## src/tw_pkg.sv

```systemverilog
// Register map, field layouts and modes of the 8-bit two-channel timer
// What this block does
// - Nonzero action field routes waveform to pin, but PWM 01 only on A with mode bit 2
// - Non-PWM actions: off, toggle, clear, set
// - Fast PWM channel A action decode
// - Phase correct channel A action decode
// - Channel B 01 reserved, 10/11 like A
// - Fast PWM compare at top acts at bottom
// - Phase correct compare at top acts at top
// - Reserved control bits read as zero
// - Normal and clear-on-match top, update, overflow
// - Phase correct modes update top, flag bottom
// - Fast PWM modes top and bottom update
// - Force strobe applies action in non-PWM
// - Strobe sets no flag, never clears, reads zero
// - Clock select: stop or prescaled clock
// - Clock select 110/111 external edges
// - External pin counts even as output
// - Counter readable and writable
// - Counter write blocks next tick's match
// - Fast PWM counts to top then clears
// - Phase correct reverses at top and bottom, no hold
// - Match flag sets, cleared by ack or one
// - Interrupt needs enable, global bit, flag
package tw_pkg;
   // Register indices; byte address is four times the index
   localparam logic [5:0] TW_IDX_CTRL_A  = 6'h30;
   localparam logic [5:0] TW_IDX_CTRL_B  = 6'h33;
   localparam logic [5:0] TW_IDX_COUNT   = 6'h32;
   localparam logic [5:0] TW_IDX_CMP_A   = 6'h36;
   localparam logic [5:0] TW_IDX_CMP_B   = 6'h3C;
   localparam logic [5:0] TW_IDX_IRQ_EN  = 6'h39;
   localparam logic [5:0] TW_IDX_FLAGS   = 6'h38;
   localparam logic [7:0] TW_RST_BYTE    = 8'h00;
   localparam logic [7:0] TW_MAX         = 8'hFF;
   localparam logic [7:0] TW_BOTTOM      = 8'h00;
   // Field positions
   localparam int TW_B_FORCE_A  = 7;
   localparam int TW_B_FORCE_B  = 6;
   localparam int TW_B_GLOBAL   = 3;
   localparam int TW_F_OVF      = 0;
   localparam int TW_F_MA       = 1;
   localparam int TW_F_MB       = 2;
   // Prescaler tap widths for divide by 8, 64, 256, 1024
   localparam int TW_DIV8_BITS    = 3;
   localparam int TW_DIV64_BITS   = 6;
   localparam int TW_DIV256_BITS  = 8;
   localparam int TW_DIV1024_BITS = 10;
   typedef struct packed {
      logic [1:0] act_a;
      logic [1:0] act_b;
      logic [1:0] rsv;
      logic [1:0] wgm_lo;
   } tw_ctrl_a_type;
   typedef struct packed {
      logic       wgm2;
      logic [2:0] clk_sel;
   } tw_ctrl_b_type;
   typedef enum logic [1:0] {
      TW_NORMAL,
      TW_CTC,
      TW_FAST,
      TW_PHASE
   } tw_kind_type;
endpackage : tw_pkg

```

## src/tw_timer8.sv

```systemverilog
// 8-bit timer/counter with two compare channels, APB slave
`timescale 1ns/1ps
`default_nettype none
module tw_timer8
   import tw_pkg::*;
(
   // Clock and reset
   input  wire logic        pclk,
   input  wire logic        presetn,
   // APB slave
   input  wire logic        psel,
   input  wire logic        penable,
   input  wire logic        pwrite,
   input  wire logic [7:0]  paddr,
   input  wire logic [31:0] pwdata,
   output logic      [31:0] prdata,
   output logic             pready,
   output logic             pslverr,
   // Port logic: direction bits and ordinary port data
   input  wire logic        pin_dir_a,
   input  wire logic        pin_dir_b,
   input  wire logic        port_data_a,
   input  wire logic        port_data_b,
   // Pins
   output logic             wave_out_a,
   output logic             wave_oe_a,
   output logic             wave_out_b,
   output logic             wave_oe_b,
   input  wire logic        ext_count_pin,
   // Interrupt requests and vector acknowledges: ovf, match a, match b
   output logic      [2:0]  irq_req,
   input  wire logic [2:0]  irq_ack
);

   function automatic tw_kind_type mode_kind(input logic [2:0] wgm);
      unique case (wgm)
         3'd1, 3'd5: mode_kind = TW_PHASE;
         3'd3, 3'd7: mode_kind = TW_FAST;
         3'd2:       mode_kind = TW_CTC;
         default:    mode_kind = TW_NORMAL;
      endcase
   endfunction : mode_kind

   ////////////////////////////////////////////////////////////////////////
   tw_ctrl_a_type ctrl_a_reg, ctrl_a_next;
   tw_ctrl_b_type ctrl_b_reg, ctrl_b_next;
   logic [7:0]    cnt_reg, cnt_next;
   logic [7:0]    buf_reg [2], buf_next [2];
   logic [7:0]    ocr_reg [2], ocr_next [2];
   logic [3:0]    irq_en_reg, irq_en_next;
   logic [2:0]    flag_reg, flag_next;
   logic [1:0]    wave_reg, wave_next;
   logic          down_reg, down_next;
   logic          block_reg, block_next;
   logic [9:0]    psc_reg, psc_next;
   logic [2:0]    sync_reg;
   logic [31:0]   prdata_reg, prdata_next;

   tw_kind_type   kind;
   logic [2:0]    wgm;
   logic [7:0]    top;
   logic [1:0]    act [2];
   logic [1:0]    match;
   logic [1:0]    force_hit;
   logic          tick;
   logic          at_top;
   logic          bottom_evt;
   logic          top_evt;
   logic          nonpwm;
   logic          hit;
   logic          wr;
   logic          cnt_wr;
   logic [5:0]    idx;

   assign idx     = paddr[7:2];
   assign wgm     = {ctrl_b_reg.wgm2, ctrl_a_reg.wgm_lo};
   assign kind    = mode_kind(wgm);
   assign nonpwm  = (kind == TW_NORMAL) || (kind == TW_CTC);
   assign act[0]  = ctrl_a_reg.act_a;
   assign act[1]  = ctrl_a_reg.act_b;
   assign hit     = (paddr[1:0] == 2'b00) &&
                    (idx == TW_IDX_CTRL_A || idx == TW_IDX_CTRL_B ||
                     idx == TW_IDX_COUNT  || idx == TW_IDX_CMP_A  ||
                     idx == TW_IDX_CMP_B  || idx == TW_IDX_IRQ_EN ||
                     idx == TW_IDX_FLAGS);
   assign wr      = psel && penable && pwrite && hit;
   assign cnt_wr  = wr && (idx == TW_IDX_COUNT);
   // Zero wait states: read data is latched in the setup cycle
   assign pready  = 1'b1;
   assign pslverr = psel && penable && !hit;
   assign prdata  = prdata_reg;

   // Top is compare A in modes 2, 5 and 7, else MAX
   assign top        = (wgm == 3'd2 || wgm == 3'd5 || wgm == 3'd7) ?
                       ocr_reg[0] : TW_MAX;
   assign at_top     = (cnt_reg == top);
   assign bottom_evt = tick && at_top && (kind == TW_FAST);
   assign top_evt    = tick && at_top && !down_reg && (kind == TW_PHASE);

   ////////////////////////////////////////////////////////////////////////
   // Count clock select
   always_comb begin
      unique case (ctrl_b_reg.clk_sel)
         3'd0: tick = 1'b0;
         3'd1: tick = 1'b1;
         3'd2: tick = &psc_reg[TW_DIV8_BITS-1:0];
         3'd3: tick = &psc_reg[TW_DIV64_BITS-1:0];
         3'd4: tick = &psc_reg[TW_DIV256_BITS-1:0];
         3'd5: tick = &psc_reg[TW_DIV1024_BITS-1:0];
         // Pin is watched regardless of its direction
         3'd6: tick = sync_reg[2] && !sync_reg[1];
         3'd7: tick = sync_reg[1] && !sync_reg[2];
      endcase
   end

   ////////////////////////////////////////////////////////////////////////
   // Next-state logic for counter, channels, flags and registers
   always_comb begin
      ctrl_a_next = ctrl_a_reg;
      ctrl_b_next = ctrl_b_reg;
      cnt_next    = cnt_reg;
      buf_next    = buf_reg;
      ocr_next    = ocr_reg;
      irq_en_next = irq_en_reg;
      flag_next   = flag_reg;
      wave_next   = wave_reg;
      down_next   = down_reg;
      block_next  = block_reg;
      psc_next    = psc_reg + 10'h001;
      prdata_next = prdata_reg;
      force_hit   = 2'b00;

      // Match is blocked on the first tick after a counter write
      for (int ch = 0; ch < 2; ch++) begin
         match[ch] = tick && !block_reg && (cnt_reg == ocr_reg[ch]);
      end

      // Counter sequence
      if (tick) begin
         block_next = 1'b0;
         unique case (kind)
            TW_NORMAL: cnt_next = cnt_reg + 8'h01;
            TW_CTC, TW_FAST:
               cnt_next = at_top ? TW_BOTTOM : cnt_reg + 8'h01;
            TW_PHASE: begin
               if (!down_reg) begin
                  if (at_top) begin
                     down_next = 1'b1;
                     cnt_next  = cnt_reg - 8'h01;
                  end else begin
                     cnt_next = cnt_reg + 8'h01;
                  end
               end else if (cnt_reg == TW_BOTTOM) begin
                  down_next = 1'b0;
                  cnt_next  = cnt_reg + 8'h01;
               end else begin
                  cnt_next = cnt_reg - 8'h01;
               end
            end
         endcase
      end

      // Register writes
      if (wr) begin
         unique case (idx)
            TW_IDX_CTRL_A: ctrl_a_next = tw_ctrl_a_type'(pwdata[7:0]);
            TW_IDX_CTRL_B: begin
               ctrl_b_next = tw_ctrl_b_type'(pwdata[3:0]);
               // Strobes only act in non-PWM modes, nothing is stored
               force_hit[0] = pwdata[TW_B_FORCE_A] && nonpwm;
               force_hit[1] = pwdata[TW_B_FORCE_B] && nonpwm;
            end
            TW_IDX_COUNT: begin
               cnt_next   = pwdata[7:0];
               block_next = 1'b1;
            end
            TW_IDX_CMP_A:  buf_next[0] = pwdata[7:0];
            TW_IDX_CMP_B:  buf_next[1] = pwdata[7:0];
            TW_IDX_IRQ_EN: irq_en_next = pwdata[3:0];
            TW_IDX_FLAGS:  flag_next   = flag_next & ~pwdata[2:0];
            default: ;
         endcase
      end
      flag_next = flag_next & ~irq_ack;

      // Overflow moment per mode; set after clears so the set wins
      if (tick && ((nonpwm && cnt_reg == TW_MAX) ||
                   (kind == TW_FAST && at_top) ||
                   (kind == TW_PHASE && down_reg &&
                    cnt_reg == TW_BOTTOM))) begin
         flag_next[TW_F_OVF] = 1'b1;
      end

      // Waveform per channel; software clear loses to a match
      for (int ch = 0; ch < 2; ch++) begin
         if (match[ch]) begin
            flag_next[TW_F_MA+ch] = 1'b1;
         end
         // Compare buffer update moment
         if (nonpwm || (kind == TW_FAST && bottom_evt) ||
             (kind == TW_PHASE && top_evt)) begin
            ocr_next[ch] = buf_next[ch];
         end
         unique case (kind)
            TW_NORMAL, TW_CTC: begin
               if (match[ch] || force_hit[ch]) begin
                  unique case (act[ch])
                     2'b01: wave_next[ch] = !wave_reg[ch];
                     2'b10: wave_next[ch] = 1'b0;
                     2'b11: wave_next[ch] = 1'b1;
                     default: ;
                  endcase
               end
            end
            TW_FAST: begin
               if (act[ch] == 2'b01 && ch == 0 && ctrl_b_reg.wgm2 &&
                   match[ch]) begin
                  wave_next[ch] = !wave_reg[ch];
               end else if (act[ch][1]) begin
                  if (bottom_evt) begin
                     wave_next[ch] = !act[ch][0];
                  end else if (match[ch] && ocr_reg[ch] != top) begin
                     wave_next[ch] = act[ch][0];
                  end
               end
            end
            TW_PHASE: begin
               if (act[ch] == 2'b01 && ch == 0 && ctrl_b_reg.wgm2 &&
                   match[ch]) begin
                  wave_next[ch] = !wave_reg[ch];
               end else if (act[ch][1]) begin
                  if (ocr_reg[ch] == top) begin
                     // Compare at top acts once at top, down-count sense
                     if (top_evt) begin
                        wave_next[ch] = !act[ch][0];
                     end
                  end else if (match[ch]) begin
                     wave_next[ch] = down_reg ? !act[ch][0] :
                                     act[ch][0];
                  end
               end
            end
         endcase
      end

      // Read data latched in setup cycle
      if (psel && !penable && !pwrite) begin
         prdata_next = 32'h0000_0000;
         unique case (idx)
            TW_IDX_CTRL_A:
               prdata_next[7:0] = {ctrl_a_reg.act_a, ctrl_a_reg.act_b,
                                   2'b00, ctrl_a_reg.wgm_lo};
            TW_IDX_CTRL_B:
               prdata_next[7:0] = {4'h0, ctrl_b_reg};
            TW_IDX_COUNT:  prdata_next[7:0] = cnt_reg;
            TW_IDX_CMP_A:  prdata_next[7:0] = buf_reg[0];
            TW_IDX_CMP_B:  prdata_next[7:0] = buf_reg[1];
            TW_IDX_IRQ_EN: prdata_next[3:0] = irq_en_reg;
            TW_IDX_FLAGS:  prdata_next[2:0] = flag_reg;
            default: ;
         endcase
      end
   end

   ////////////////////////////////////////////////////////////////////////
   always_ff @(posedge pclk or negedge presetn) begin
      if (!presetn) begin
         ctrl_a_reg <= tw_ctrl_a_type'(TW_RST_BYTE);
         ctrl_b_reg <= tw_ctrl_b_type'(TW_RST_BYTE[3:0]);
         cnt_reg    <= TW_RST_BYTE;
         buf_reg    <= '{TW_RST_BYTE, TW_RST_BYTE};
         ocr_reg    <= '{TW_RST_BYTE, TW_RST_BYTE};
         irq_en_reg <= TW_RST_BYTE[3:0];
         flag_reg   <= TW_RST_BYTE[2:0];
         wave_reg   <= 2'b00;
         down_reg   <= 1'b0;
         block_reg  <= 1'b0;
         psc_reg    <= 10'h000;
         sync_reg   <= 3'b000;
         prdata_reg <= 32'h0000_0000;
      end else begin
         ctrl_a_reg <= ctrl_a_next;
         ctrl_b_reg <= ctrl_b_next;
         cnt_reg    <= cnt_next;
         buf_reg    <= buf_next;
         ocr_reg    <= ocr_next;
         irq_en_reg <= irq_en_next;
         flag_reg   <= flag_next;
         wave_reg   <= wave_next;
         down_reg   <= down_next;
         block_reg  <= block_next;
         psc_reg    <= psc_next;
         // Stage 0 feeds only stage 1; edges use stages 1 and 2
         sync_reg   <= {sync_reg[1:0], ext_count_pin};
         prdata_reg <= prdata_next;
      end
   end

   ////////////////////////////////////////////////////////////////////////
   // Pin muxing; PWM action 01 frees the pin unless A with mode bit 2
   assign wave_out_a = (act[0][1] || (act[0][0] && (nonpwm || wgm[2]))) ?
                       wave_reg[0] : port_data_a;
   assign wave_out_b = (act[1][1] || (act[1][0] && nonpwm)) ?
                       wave_reg[1] : port_data_b;
   assign wave_oe_a  = pin_dir_a;
   assign wave_oe_b  = pin_dir_b;
   assign irq_req    = flag_reg & irq_en_reg[2:0] &
                       {3{irq_en_reg[TW_B_GLOBAL]}};
endmodule : tw_timer8
`default_nettype wire

```

## config.mk

```make
export PLATFORM = sky130hd
export DESIGN_NAME = tw_timer8
export DESIGN_NICKNAME = d
export VERILOG_FILES = /design/src/tw_pkg.sv /design/src/tw_timer8.sv
export SDC_FILE = /design/constraint.sdc
export NUM_CORES = 1
export LEC_CHECK = 0
export ABC_AREA = 1
export BUFFER_PORTS_ARGS = -buffer_cell sky130_fd_sc_hd__buf_2
export CORE_ASPECT_RATIO = 0.5
export CORE_MARGIN = 2
export CORE_UTILIZATION = 62
export CTS_CLUSTER_DIAMETER = 30
export CTS_CLUSTER_SIZE = 30
export DETAILED_ROUTE_END_ITERATION = 8
export HOLD_SLACK_MARGIN = 0.06
export PLACE_DENSITY = 0.87
export SLEW_MARGIN = 5
export SYNTH_ARGS = -nofsm -noshare
export SYNTH_HDL_FRONTEND = slang
export SYNTH_SLANG_ARGS = --single-unit
```

## constraint.sdc

```tcl
create_clock -name pclk -period 4.4 [get_ports pclk]
set_input_delay 0.44 -clock pclk [delete_from_list [all_inputs] [get_ports pclk]]
set_output_delay 0.44 -clock pclk [all_outputs]
set_load 0.05 [all_outputs]
```

# Yosys cells after proc, flatten, opt, wreduce, memory -nomap -nowiden
# Cells that the tools add are included.
[op_classes] n_addsub=3 eq_ne=50 n_mux=56 n_bitwise=6 n_reduce_logical=78
[ops] op="8-bit two-way mux" n=10
[ops] op="6-bit equality test (second input constant)" n=7
[ops] op="8-bit equality test" n=5
[ops] op="1-bit logical AND" n=31
[ops] op="1-bit two-way mux" n=31
[ops] op="8-bit case mux with 3 select lines" n=1
[ops] op="3-bit case mux with 7 select lines" n=1
[ops] op="3-bit equality test (second input constant)" n=6
[ops] op="1-bit logical OR" n=18
[ops] op="16-bit two-way mux" n=1
[ops] op="4-bit by 2-bit inequality test with 1-bit output (second input constant)" n=4
[ops] op="8-bit inequality test" n=2
[ops] op="4-bit case mux with 4 select lines" n=1
[ops] op="7-bit AND reduction" n=2
[ops] op="3-bit bitwise AND" n=4
[ops] op="2-bit equality test (second input constant)" n=6
[ops] op="3-bit by 2-bit equality test with 1-bit output (second input constant)" n=4
[ops] op="3-bit by 2-bit inequality test with 1-bit output (second input constant)" n=4
[ops] op="1-bit case mux with 3 select lines" n=4
[ops] op="1-bit logical NOT" n=11
[ops] op="10-bit by 1-bit adder with 10-bit output (second input constant)" n=1
[ops] op="10-bit AND reduction" n=1
[ops] op="8-bit by 1-bit adder with 8-bit output (second input constant)" n=1
[ops] op="8-bit equality test (second input constant)" n=1
[ops] op="other kinds (20)" n=36
[totals] ff_bits=82 in_bits=53 out_inout_bits=41 word_cells=212

# Longest topological paths before layout
# Gate-level depths: netlist (run 1).
[logic_depth] word_depth=13 depth_mapped=18 mapped_depth_nobuf=18

# Worst setup path before layout (run 1)
# OpenSTA, ideal clock, no wires.
[synth_path] path_kind="register -> output" start="reg ctrl_b_reg[3] (netlist bit)" end="out wave_out_a" t_arrival_ns=2.534 t_required_ns=3.960 path_slack_ns=1.426 path_stages_with_launch=12 path_buffers=0 cell_sequence="dfrtp_1 -> nor2_1 -> nand2_2 -> inv_1 -> a21oi_1 -> inv_1 -> ha_1 -> nor2_1 -> inv_1 -> o21ai_0 -> a21oi_1 -> a31oi_1"
[synth_via] elab_chain_cells=9 word_cells_on_any_way=15 classes_between="6 x eq/ne; 2 x mux; 7 x reduce/logical"
[synth_rtl] item="from (decl)" line="tw_timer8.sv:46" text="tw_ctrl_b_type ctrl_b_reg, ctrl_b_next;"
[synth_rtl] item="from (signal assigned)" line="tw_timer8.sv:269" text="ctrl_b_reg <= tw_ctrl_b_type'(TW_RST_BYTE[3:0]);"
[synth_rtl] item="from (signal assigned)" line="tw_timer8.sv:283" text="ctrl_b_reg <= ctrl_b_next;"
[synth_rtl] item="3-bit equality test, or another cell as far along" line="tw_timer8.sv:36" text="unique case (wgm)"
[synth_rtl] item="2-bit OR reduction" line="tw_timer8.sv:36"
[synth_rtl] item="2-bit case mux with 3 select lines" line="tw_timer8.sv:36"
[synth_rtl] item="2-bit by 1-bit equality test with 1-bit output / 2-bit logical NOT (equally long branches)" line="tw_timer8.sv:78" text="assign nonpwm = (kind == TW_NORMAL) || (kind == TW_CTC);"
[synth_rtl] item="1-bit logical OR" line="tw_timer8.sv:78"
[synth_rtl] item="1-bit logical OR *" line="tw_timer8.sv:301" text="assign wave_out_a = (act[0][1] || (act[0][0] && (nonpwm || wgm[2]))) ?"
[synth_rtl] item="1-bit logical AND *" line="tw_timer8.sv:301"
[synth_rtl] item="1-bit logical OR *" line="tw_timer8.sv:301"
[synth_rtl] item="1-bit two-way mux *" line="tw_timer8.sv:301"
[synth_rtl] item="to (decl)" line="tw_timer8.sv:25" text="output logic wave_out_a,"
# Mark *: on every way between the ends. The rest lies on a longest branch, timed or not.

# Final worst setup path (run 1)
# Same ends and word-level chain as after synthesis.

==> flow_summary.toml, run 1 <==
[outcome]
status = "complete, no violations"

[placement]
placed_cells = 888
pre_cts_ws_ps = 1450
io_buffer_count = 40
routabilityCongestion = 0.947
place_area_sq_um = 5670
hpwlAfterDp_mm = 10.6

[synthesis]
synth_area_leaders = "dfrtp_1, nand2_1, inv_1, nand3_1, o21ai_0"
yosysSeqAreaShare_pct = 36.9
ys_warn_count = 0
synth_compound_area_share_pct = 13.4
synthSimpleGateAreaFrac_pct = 27.4
syn_inst = 754
muxShareOfSynthArea_pct = 0.203
netlist-cell-type-count = 46
synth_xor_area_share_pct = 5.99
ys_ff_latch = 82
syn_area_sq_um = 5560
synth_fa_ha_area_share_pct = 2.25
synth_top_family_by_area = "simple AND/OR/NAND/NOR gates"
avgSynthCellArea_sq_um = 7.37
synth_top_cell_by_area = "dfrtp_1"
synth_top_area_share_pct = 36.9

[worst_setup_path]
criticalPathCategory = "flip-flop to primary output"
start_kind = "flip-flop"
r2r_cells = 11
worstPathMaxFanout = 8
end_kind = "primary output"
cp.arrival_ps = 2990
required_ps = 3960

[layout]
fin_cells = 904
insertedDiodeCount = 0
synthToLayoutAreaGrowth_pct = 7.93
fin_area_sq_um = 6000
final_util_pct = 68.9
drive_gt1_share_pct = 11.6
fin_nets = 845

[clock_network]
clockRootBuffer = "clkbuf_16"
cts_sinks = 82
cts_max_level = 3
clkLatencyLatePin_ps = 350
clk_pin_slew_worst_paths_ps = 60
cts_buffers = 9
cts_resized = 0
tritoncts = "yes"
clk_path_buf_depth = 2
cts_setup_buffers = 0
cts_hold_buf = 0

[floorplanning]
die-area_sq_um = 9780
dieHeight_microns = 70.9
ioPinCount = 94
num_rows = 24
core-area_sq_um = 8710
start_util_pct = 63.8
die_x_microns = 138

[hold_path]
whs_path_depth = 1
hold_class = "primary input to flip-flop"

[power]
finalPower_mw = 1.87
ir_drop_v = 0.000312
p_leak_nw = 3.13
powerDensity_nw_per_um2 = 311

[global_route]
grt_pass1_vias = 4937
antenna_found_initial = 0
met2_usage_pct = 49.3
grtUsageMet3_pct = 8.24
grt.busiest_layer = "met2"
grt_pass1_wl_mm = 24.0
gr-usage-all-layers_pct = 32.5
grt_util_met1_pct = 45.7
grt_overflow = 0
grt_max_degree = 83

[sta]
slew_viol_final = 0
max_freq_ghz = 0.291
tightest_slew_ps = 1030
timing.final.crit_period_ps = 3430
rsz0062_at_grt = "no"
finalSetupViolations = 0
setup_slack_ps = 965
fin_setup_tns_ps = 0
period_share_pct = 78.1
finalClockSkew_ps = 7.74
slew-limit-headroom_pct = 30.7
hold_viol = 0
whs_ps = 204

[route]
vias = 5261
dr.pass1.iters = 5
final_antenna_net_count = 0
drc = 0
totalWireLength_mm = 15.0
routedWlPerCell_microns = 16.5
dr.first_iter.drc_count = 777
viasPerCell = 5.82

[run]
cap_violations = 0
## kinds of logic (layout without fill, tap and decap cells)
logic type / count (synthesis) / in the layout
buf+inv: 162 / 172
flops: 82 / 82
xor+xnor: 38 / 38
fa+ha+maj: 10 / 10
simple gates: 334 / 334
other cells: 2 / 25
compound gates: 125 / 125
mux: 1 / 1
## critical path, cell delays in order (launching register included)
cell and delay (ps):
dfrtp_1 510, nor2_1 100, nand2_2 100, inv_1 50, a21oi_1 250, inv_1 120
ha_1 210, nor2_1 270, inv_1 240, o21ai_0 270, a21oi_1 100, a31oi_1 140
buf_2 280
## cell usage in the layout, fill, tap and decap left out, drive strengths merged, types with 21 or more instances in the layout
| cell | n |
|---|---|
| a21oi | 21 |
| buf | 40 |
| conb | 25 |
| dfrtp | 82 |
| inv | 117 |
| nand2 | 183 |
| nand3 | 56 |
| nor2 | 55 |
| o21ai | 71 |
| xor2 | 29 |
## metal layers
| metal | wire (microns) | share of wire, % |
|---|---|---|
| met3 | 1630 | 11 |
| met4 | 413 | 2.8 |
| met5 | 0 | 0 |
| met2 | 6570 | 44 |
| met1 | 6350 | 42 |
## Yosys cell counts (all sizes together)
library cell	instances
conb	2
nand3b	2
inv	115
nand4	16
or2	2
clkinv	1
o211ai	3
a2bb2oi	1
dfrtp	82
mux2	1
ha	10
nand3	56
o32ai	1
a21oi	21
o21a	2
a21o	1
o31ai	2
o21bai	1
nor4	4
clkbuf	9
nor3	15
and3	1
o21ai	71
nor2	55
a221oi	1
xnor2	9
a31oi	2
o22ai	18
nand2	183
xor2	29
buf	37
o221ai	1
## power breakdown
| part | switching (mW) | leakage, nW | internal (mW) | total (mW) |
|---|---|---|---|---|
| clock network | 0.319 | 0.157 | 0.517 | 0.836 |
| registers | 0.0220 | 0.919 | 0.770 | 0.792 |
| logic | 0.182 | 2.06 | 0.0554 | 0.237 |
| total | 0.523 | 3.13 | 1.34 | 1.87 |
## final timing paths
kind | slack (ps) | endpoint | from
min reg2reg | 360 | sync_reg[1] | sync_reg[0]
min | 200 | sync_reg[0] | ext_count_pin
min in group asynchronous | 260 | irq_en_reg[0] | presetn
max reg2reg | 1280 | ocr_reg[2] | psc_reg[0]
max | 970 | wave_out_a | ctrl_b_reg[3]
max in group asynchronous | 3470 | down_reg | presetn
## final cells by class
class | instances | area (sq um)
inverter | 116 | 435
clock buffer | 11 | 243
multi-input combinational | 533 | 2830
clock inverter | 5 | 85.1
fill | 673 | 2710
timing repair buffer | 40 | 203
tap | 117 | 146
sequential | 82 | 2050
(Power assumes the default switching activity.)
==> run 2: changes to the inputs <==
--- a/config.mk
+++ b/config.mk
@@ -9,12 +9,12 @@
 export BUFFER_PORTS_ARGS = -buffer_cell sky130_fd_sc_hd__buf_2
 export CORE_ASPECT_RATIO = 0.5
 export CORE_MARGIN = 2
-export CORE_UTILIZATION = 62
+export CORE_UTILIZATION = 57
 export CTS_CLUSTER_DIAMETER = 30
 export CTS_CLUSTER_SIZE = 30
 export DETAILED_ROUTE_END_ITERATION = 8
 export HOLD_SLACK_MARGIN = 0.06
-export PLACE_DENSITY = 0.87
+export PLACE_DENSITY = 0.81
 export SLEW_MARGIN = 5
 export SYNTH_ARGS = -nofsm -noshare
 export SYNTH_HDL_FRONTEND = slang
==> constraint.sdc (replaced) <==
create_clock -name pclk -period 3.6 [get_ports pclk]
set_input_delay 0.36 -clock pclk [delete_from_list [all_inputs] [get_ports pclk]]
set_output_delay 0.36 -clock pclk [all_outputs]
set_load 0.05 [all_outputs]
==> run 2 against run 1 <==
Utilization fell by 5.2 points. First-iteration DRC count fell by 25%. Die area rose by 8.4%. Clock skew rose by 0.63 ps. Combinational power rose by 22%. Sequential cell count did not move. Cell area rose by 0.23%. Via count fell by 0.32%. Non-clock buffer count rose by 4. Routed wire length fell by 3.3%. Clock power rose by 7.2%. Critical path type unchanged. Critical endpoint unchanged. Largest cell class unchanged. Largest power group is now sequential cells.
==> flow_summary.toml, run 2 (synthesis results as in run 1) <==
[worst_setup_path]
end_kind = "primary output"
required_ps = 3240
r2r_cells = 14
start_kind = "flip-flop"
worstReg2RegStart = "psc_reg[0]"
r2r_end = "wave_reg[0]"
worstPathMaxFanout = 8
cp.arrival_ps = 2910
reg2reg_slack_ps = 890
criticalPathCategory = "flip-flop to primary output"

[clock_network]
cts_setup_buffers = 0
cts_buffers = 9
clockRootBuffer = "clkbuf_16"
clk_pin_slew_worst_paths_ps = 70
clkLatencyLatePin_ps = 350
cts_hold_buf = 0
cts_resized = 0
cts_max_level = 3
cts_sinks = 82
clk_path_buf_depth = 2
tritoncts = "yes"

[floorplanning]
die_x_microns = 144
start_util_pct = 58.8
die-area_sq_um = 10600
dieHeight_microns = 73.8
num_rows = 25
ioPinCount = 94
core-area_sq_um = 9450

[layout]
synthToLayoutAreaGrowth_pct = 8.17
final_cell_mix = "nand2_1, inv_1, dfrtp_1"
fill_cells = 815
seq_area_sq_um = 2050
final_common_cell = "nand2_1"
final_util_pct = 63.6
fin_nets = 849
multiInputGateArea_sq_um = 2830
insertedDiodeCount = 0
drive_gt1_share_pct = 12.1
fin_cells = 926

[route]
vias = 5244
drc = 0
totalWireLength_mm = 14.5
dr.first_iter.drc_count = 582
dr.pass1.iters = 5
routedWlPerCell_microns = 15.6
final_antenna_net_count = 0
viasPerCell = 5.66

[global_route]
grt_overflow = 0
gr-usage-all-layers_pct = 28.9
antenna_found_initial = 0
grt_pass1_vias = 4606
grt_max_degree = 83
grt_pass1_wl_mm = 23.1

[sta]
slew_viol_final = 0
period_share_pct = 90.7
hold_viol = 0
slew-limit-headroom_pct = 30.1
setup_slack_ps = 334
timing.final.crit_period_ps = 3270
finalClockSkew_ps = 8.37
tightest_slew_ps = 1050
finalSetupViolations = 0
max_freq_ghz = 0.306
rsz0062_at_grt = "no"
fin_setup_tns_ps = 0

[placement]
pre_cts_ws_ps = 767
io_buffer_count = 40
hpwlAfterDp_mm = 10.7
placed_cells = 910
routabilityCongestion = 0.956

[power]
p_leak_nw = 3.14
finalPower_mw = 2.15
powerDensity_nw_per_um2 = 358
ir_drop_v = 0.000274

[run]
cap_violations = 0

[outcome]
status = "complete, no violations"

[hold_path]
hold_class = "primary input to flip-flop"
whs_path_depth = 1
whs_endpoint = "sync_reg[0]"
worstHoldStart = "ext_count_pin"
==> run 2: changes by cell type in the layout (fill, tap and decap cells not counted) <==
cell,delta
clkbuf_1,-1
buf_4,+4
bufinv_16,-2
inv_6,-1
inv_8,+1
clkinv_2,+1
clkinv_4,+2
==> run 2: worst max-delay path: stages (launching register included) <==
cell and delay (ps):
dfrtp_1 510, nor2_1 100, nand2_2 100, inv_1 40, a21oi_1 210, inv_1 100
ha_1 200, nor2_1 260, inv_1 220, o21ai_0 290, a21oi_1 110, a31oi_1 140
buf_2 280
==> run 2: metrics by stage <==
step / hold slack, ps / area, sq um
6_report: 119 / 6010
5_1_grt: 108 / 6010
4_1_cts: 114 / 6010
3_5_place_dp: 346 / 5720
3_3_place_gp: 332 / 5720
2_1_floorplan: 64.4 / 5640
==> run 2: worst max-delay path by stage <==
stage / startpoint / end / slack, ps / cells after the start
floorplan: ctrl_b_reg[3] / wave_out_a / 710 / 11
global placement: ctrl_b_reg[3] / wave_out_a / 850 / 12
detailed placement: ctrl_b_reg[3] / wave_out_a / 770 / 12
CTS: ctrl_b_reg[3] / wave_out_a / 380 / 12
global route: ctrl_b_reg[3] / wave_out_a / 80 / 12
finish: ctrl_b_reg[3] / wave_out_a / 330 / 12
==> run 2: layout make-up <==
type / instances / share of cell area (%)
multi-input cells: 533 / 47.1
flip-flops and latches: 82 / 34.1
inverters: 116 / 7.24
clock buffers: 10 / 3.98
repair buffers: 44 / 3.87
well taps: 135 / 2.81
clock inverters: 6 / 0.833
==> run 2: routing by layer <==
metal	wire length [microns]	track usage, %	up-vias
met4	325	10.3	0
li1	-	-	2438
met1	6400	41.0	2467
met2	6060	43.5	309
met5	0	0	-
met3	1680	7.11	30
==> run 2: report_power, final <==
group	switching (mW)	total, mW	internal, mW
Clock	0.401	0.896	0.495
Sequential	0.0267	0.968	0.941
Combinational	0.220	0.289	0.0683
Total	0.648	2.15	1.50
==> run 3: changes to the inputs <==
--- a/config.mk
+++ b/config.mk
@@ -9,12 +9,12 @@
 export BUFFER_PORTS_ARGS = -buffer_cell sky130_fd_sc_hd__buf_2
 export CORE_ASPECT_RATIO = 0.5
 export CORE_MARGIN = 2
-export CORE_UTILIZATION = 57
+export CORE_UTILIZATION = 52
 export CTS_CLUSTER_DIAMETER = 30
 export CTS_CLUSTER_SIZE = 30
 export DETAILED_ROUTE_END_ITERATION = 8
 export HOLD_SLACK_MARGIN = 0.06
-export PLACE_DENSITY = 0.81
+export PLACE_DENSITY = 0.78
 export SLEW_MARGIN = 5
 export SYNTH_ARGS = -nofsm -noshare
 export SYNTH_HDL_FRONTEND = slang
==> constraint.sdc (replaced) <==
create_clock -name pclk -period 2.7 [get_ports pclk]
set_input_delay 0.27 -clock pclk [delete_from_list [all_inputs] [get_ports pclk]]
set_output_delay 0.27 -clock pclk [all_outputs]
set_load 0.05 [all_outputs]
==> run 3 against run 2 <==
Critical path depth down 2. Sequential power up 33%. Power up 37%. Worst setup slack worse by 210 ps. Global-route usage down 2.4 points. Clock power up 41%. Utilization down 4.1 points. Final cell count up 1.5%. Register-to-register slack worse by 610 ps. Clock skew down 1.4 ps. Combinational power up 35%. Die area up 9.2%. Largest cell class unchanged.
==> flow_summary.toml, run 3 (synthesis results as in run 1) <==
[outcome]
status = "complete, no violations"

[layout]
fill_cells = 904
insertedDiodeCount = 0
synthToLayoutAreaGrowth_pct = 10.4
final_cell_mix = "nand2_1, inv_1, dfrtp_1"
fin_cells = 940
fin_nets = 858
drive_gt1_share_pct = 13.8
final_common_cell = "nand2_1"
final_util_pct = 59.5

[global_route]
gr-usage-all-layers_pct = 26.5
antenna_found_initial = 0
grt_max_degree = 83
grt_pass1_vias = 4836
grt_pass1_wl_mm = 23.7
grt_overflow = 0

[power]
p_leak_nw = 3.19
powerDensity_nw_per_um2 = 479
ir_drop_v = 0.000319
finalPower_mw = 2.94

[sta]
hold_viol = 0
tightest_slew_ps = 1040
slew-limit-headroom_pct = 30.6
period_share_pct = 95.6
finalClockSkew_ps = 6.99
rsz0062_at_grt = "no"
max_freq_ghz = 0.387
slew_viol_final = 0
timing.final.crit_period_ps = 2580
fin_setup_tns_ps = 0
finalSetupViolations = 0

[clock_network]
clkLatencyLatePin_ps = 340
clockRootBuffer = "clkbuf_16"
cts_max_level = 3
clk_path_buf_depth = 2
tritoncts = "yes"
cts_sinks = 82
clk_pin_slew_worst_paths_ps = 60
cts_buffers = 9
cts_setup_buffers = 0

[floorplanning]
core-area_sq_um = 10300
start_util_pct = 53.9
num_rows = 26
die_x_microns = 150
ioPinCount = 94
die-area_sq_um = 11600
dieHeight_microns = 77.1

[placement]
routabilityCongestion = 0.992
hpwlAfterDp_mm = 10.8
io_buffer_count = 40
placed_cells = 923

[worst_setup_path]
required_ps = 2430
end_kind = "primary output"
cp.arrival_ps = 2310
criticalPathCategory = "flip-flop to primary output"
reg2reg_slack_ps = 280
r2r_cells = 13
start_kind = "flip-flop"
worstPathMaxFanout = 7

[route]
drc = 0
final_antenna_net_count = 0
routedWlPerCell_microns = 15.5
viasPerCell = 5.51
dr.first_iter.drc_count = 478
vias = 5178
totalWireLength_mm = 14.6
dr.pass1.iters = 8

[hold_path]
hold_class = "primary input to asynchronous set/reset pin"

[run]
cap_violations = 0
## run 3: cell types whose count changed in the layout (fill, tap and decap cells not counted), sizes merged
cell | previous run | this run
clkinvlp | 1 | 0
buf | 44 | 52
inv | 117 | 118
clkinv | 4 | 3
dlygate4sd3 | 0 | 1
bufinv | 0 | 1
## run 3: cell type report
type	count	area, sq um	share of cell area (%)
repair buffers	53	318	5.18
flip-flops and latches	82	2050	33.5
clock buffers	10	229	3.73
clock inverters	6	72.6	1.18
multi-input cells	533	2850	46.5
well taps	140	175	2.85
inverters	116	435	7.09
## run 3: worst paths after layout
kind | end | from
max in group asynchronous | ctrl_a_reg[0] | presetn
hold reg to reg | sync_reg[1] | sync_reg[0]
setup reg to reg | wave_reg[0] | psc_reg[0]
hold / removal | irq_en_reg[0] | presetn
setup / recovery | wave_out_b | ctrl_a_reg[0]
min in group pclk | flag_reg[1] | irq_ack[1]
## run 3: where the power goes
| part | internal, mW | leakage [nW] | switching [mW] |
|---|---|---|---|
| clock network | 0.730 | 0.149 | 0.529 |
| logic | 0.0974 | 2.13 | 0.293 |
| registers | 1.25 | 0.917 | 0.0355 |
| total | 2.08 | 3.19 | 0.858 |
## run 3: worst max-delay path: stages, from the launching register on
cell	delay (ps)
dfrtp_2	430
nor2_1	70
nand2_2	80
inv_1	50
a21oi_2	160
ha_2	260
nor2_2	60
buf_4	140
o21ai_0	160
mux2_2	340
buf_2	210
## run 3: metal layers
| metal | track usage, % | vias to the layer above | routed length [microns] |
|---|---|---|---|
| met2 | 38.9 | 275 | 6040 |
| met5 | 0 | - | 0 |
| li1 | - | 2477 | - |
| met3 | 6.13 | 37 | 1700 |
| met4 | 9.91 | 0 | 442 |
| met1 | 38.0 | 2389 | 6370 |
## run 3: repair_timing
action | 4_1_cts | 5_1_grt
hold buffers | 1 | 0
endpoints found under the hold margin | 1 | 0
gates resized for setup | 3 | 5
setup endpoints to repair | 2 | 4
## run 3: stage by stage
step                      hold slack, ps  cell area, sq um  setup slack (ps)
after floorplan                    -25.6              5650              97.4
after global placement               332              5810               255
after detailed placement             337              5810               257
after CTS                            113              6120              13.6
after global routing                 118              6140              26.2
final                                105              6140               119
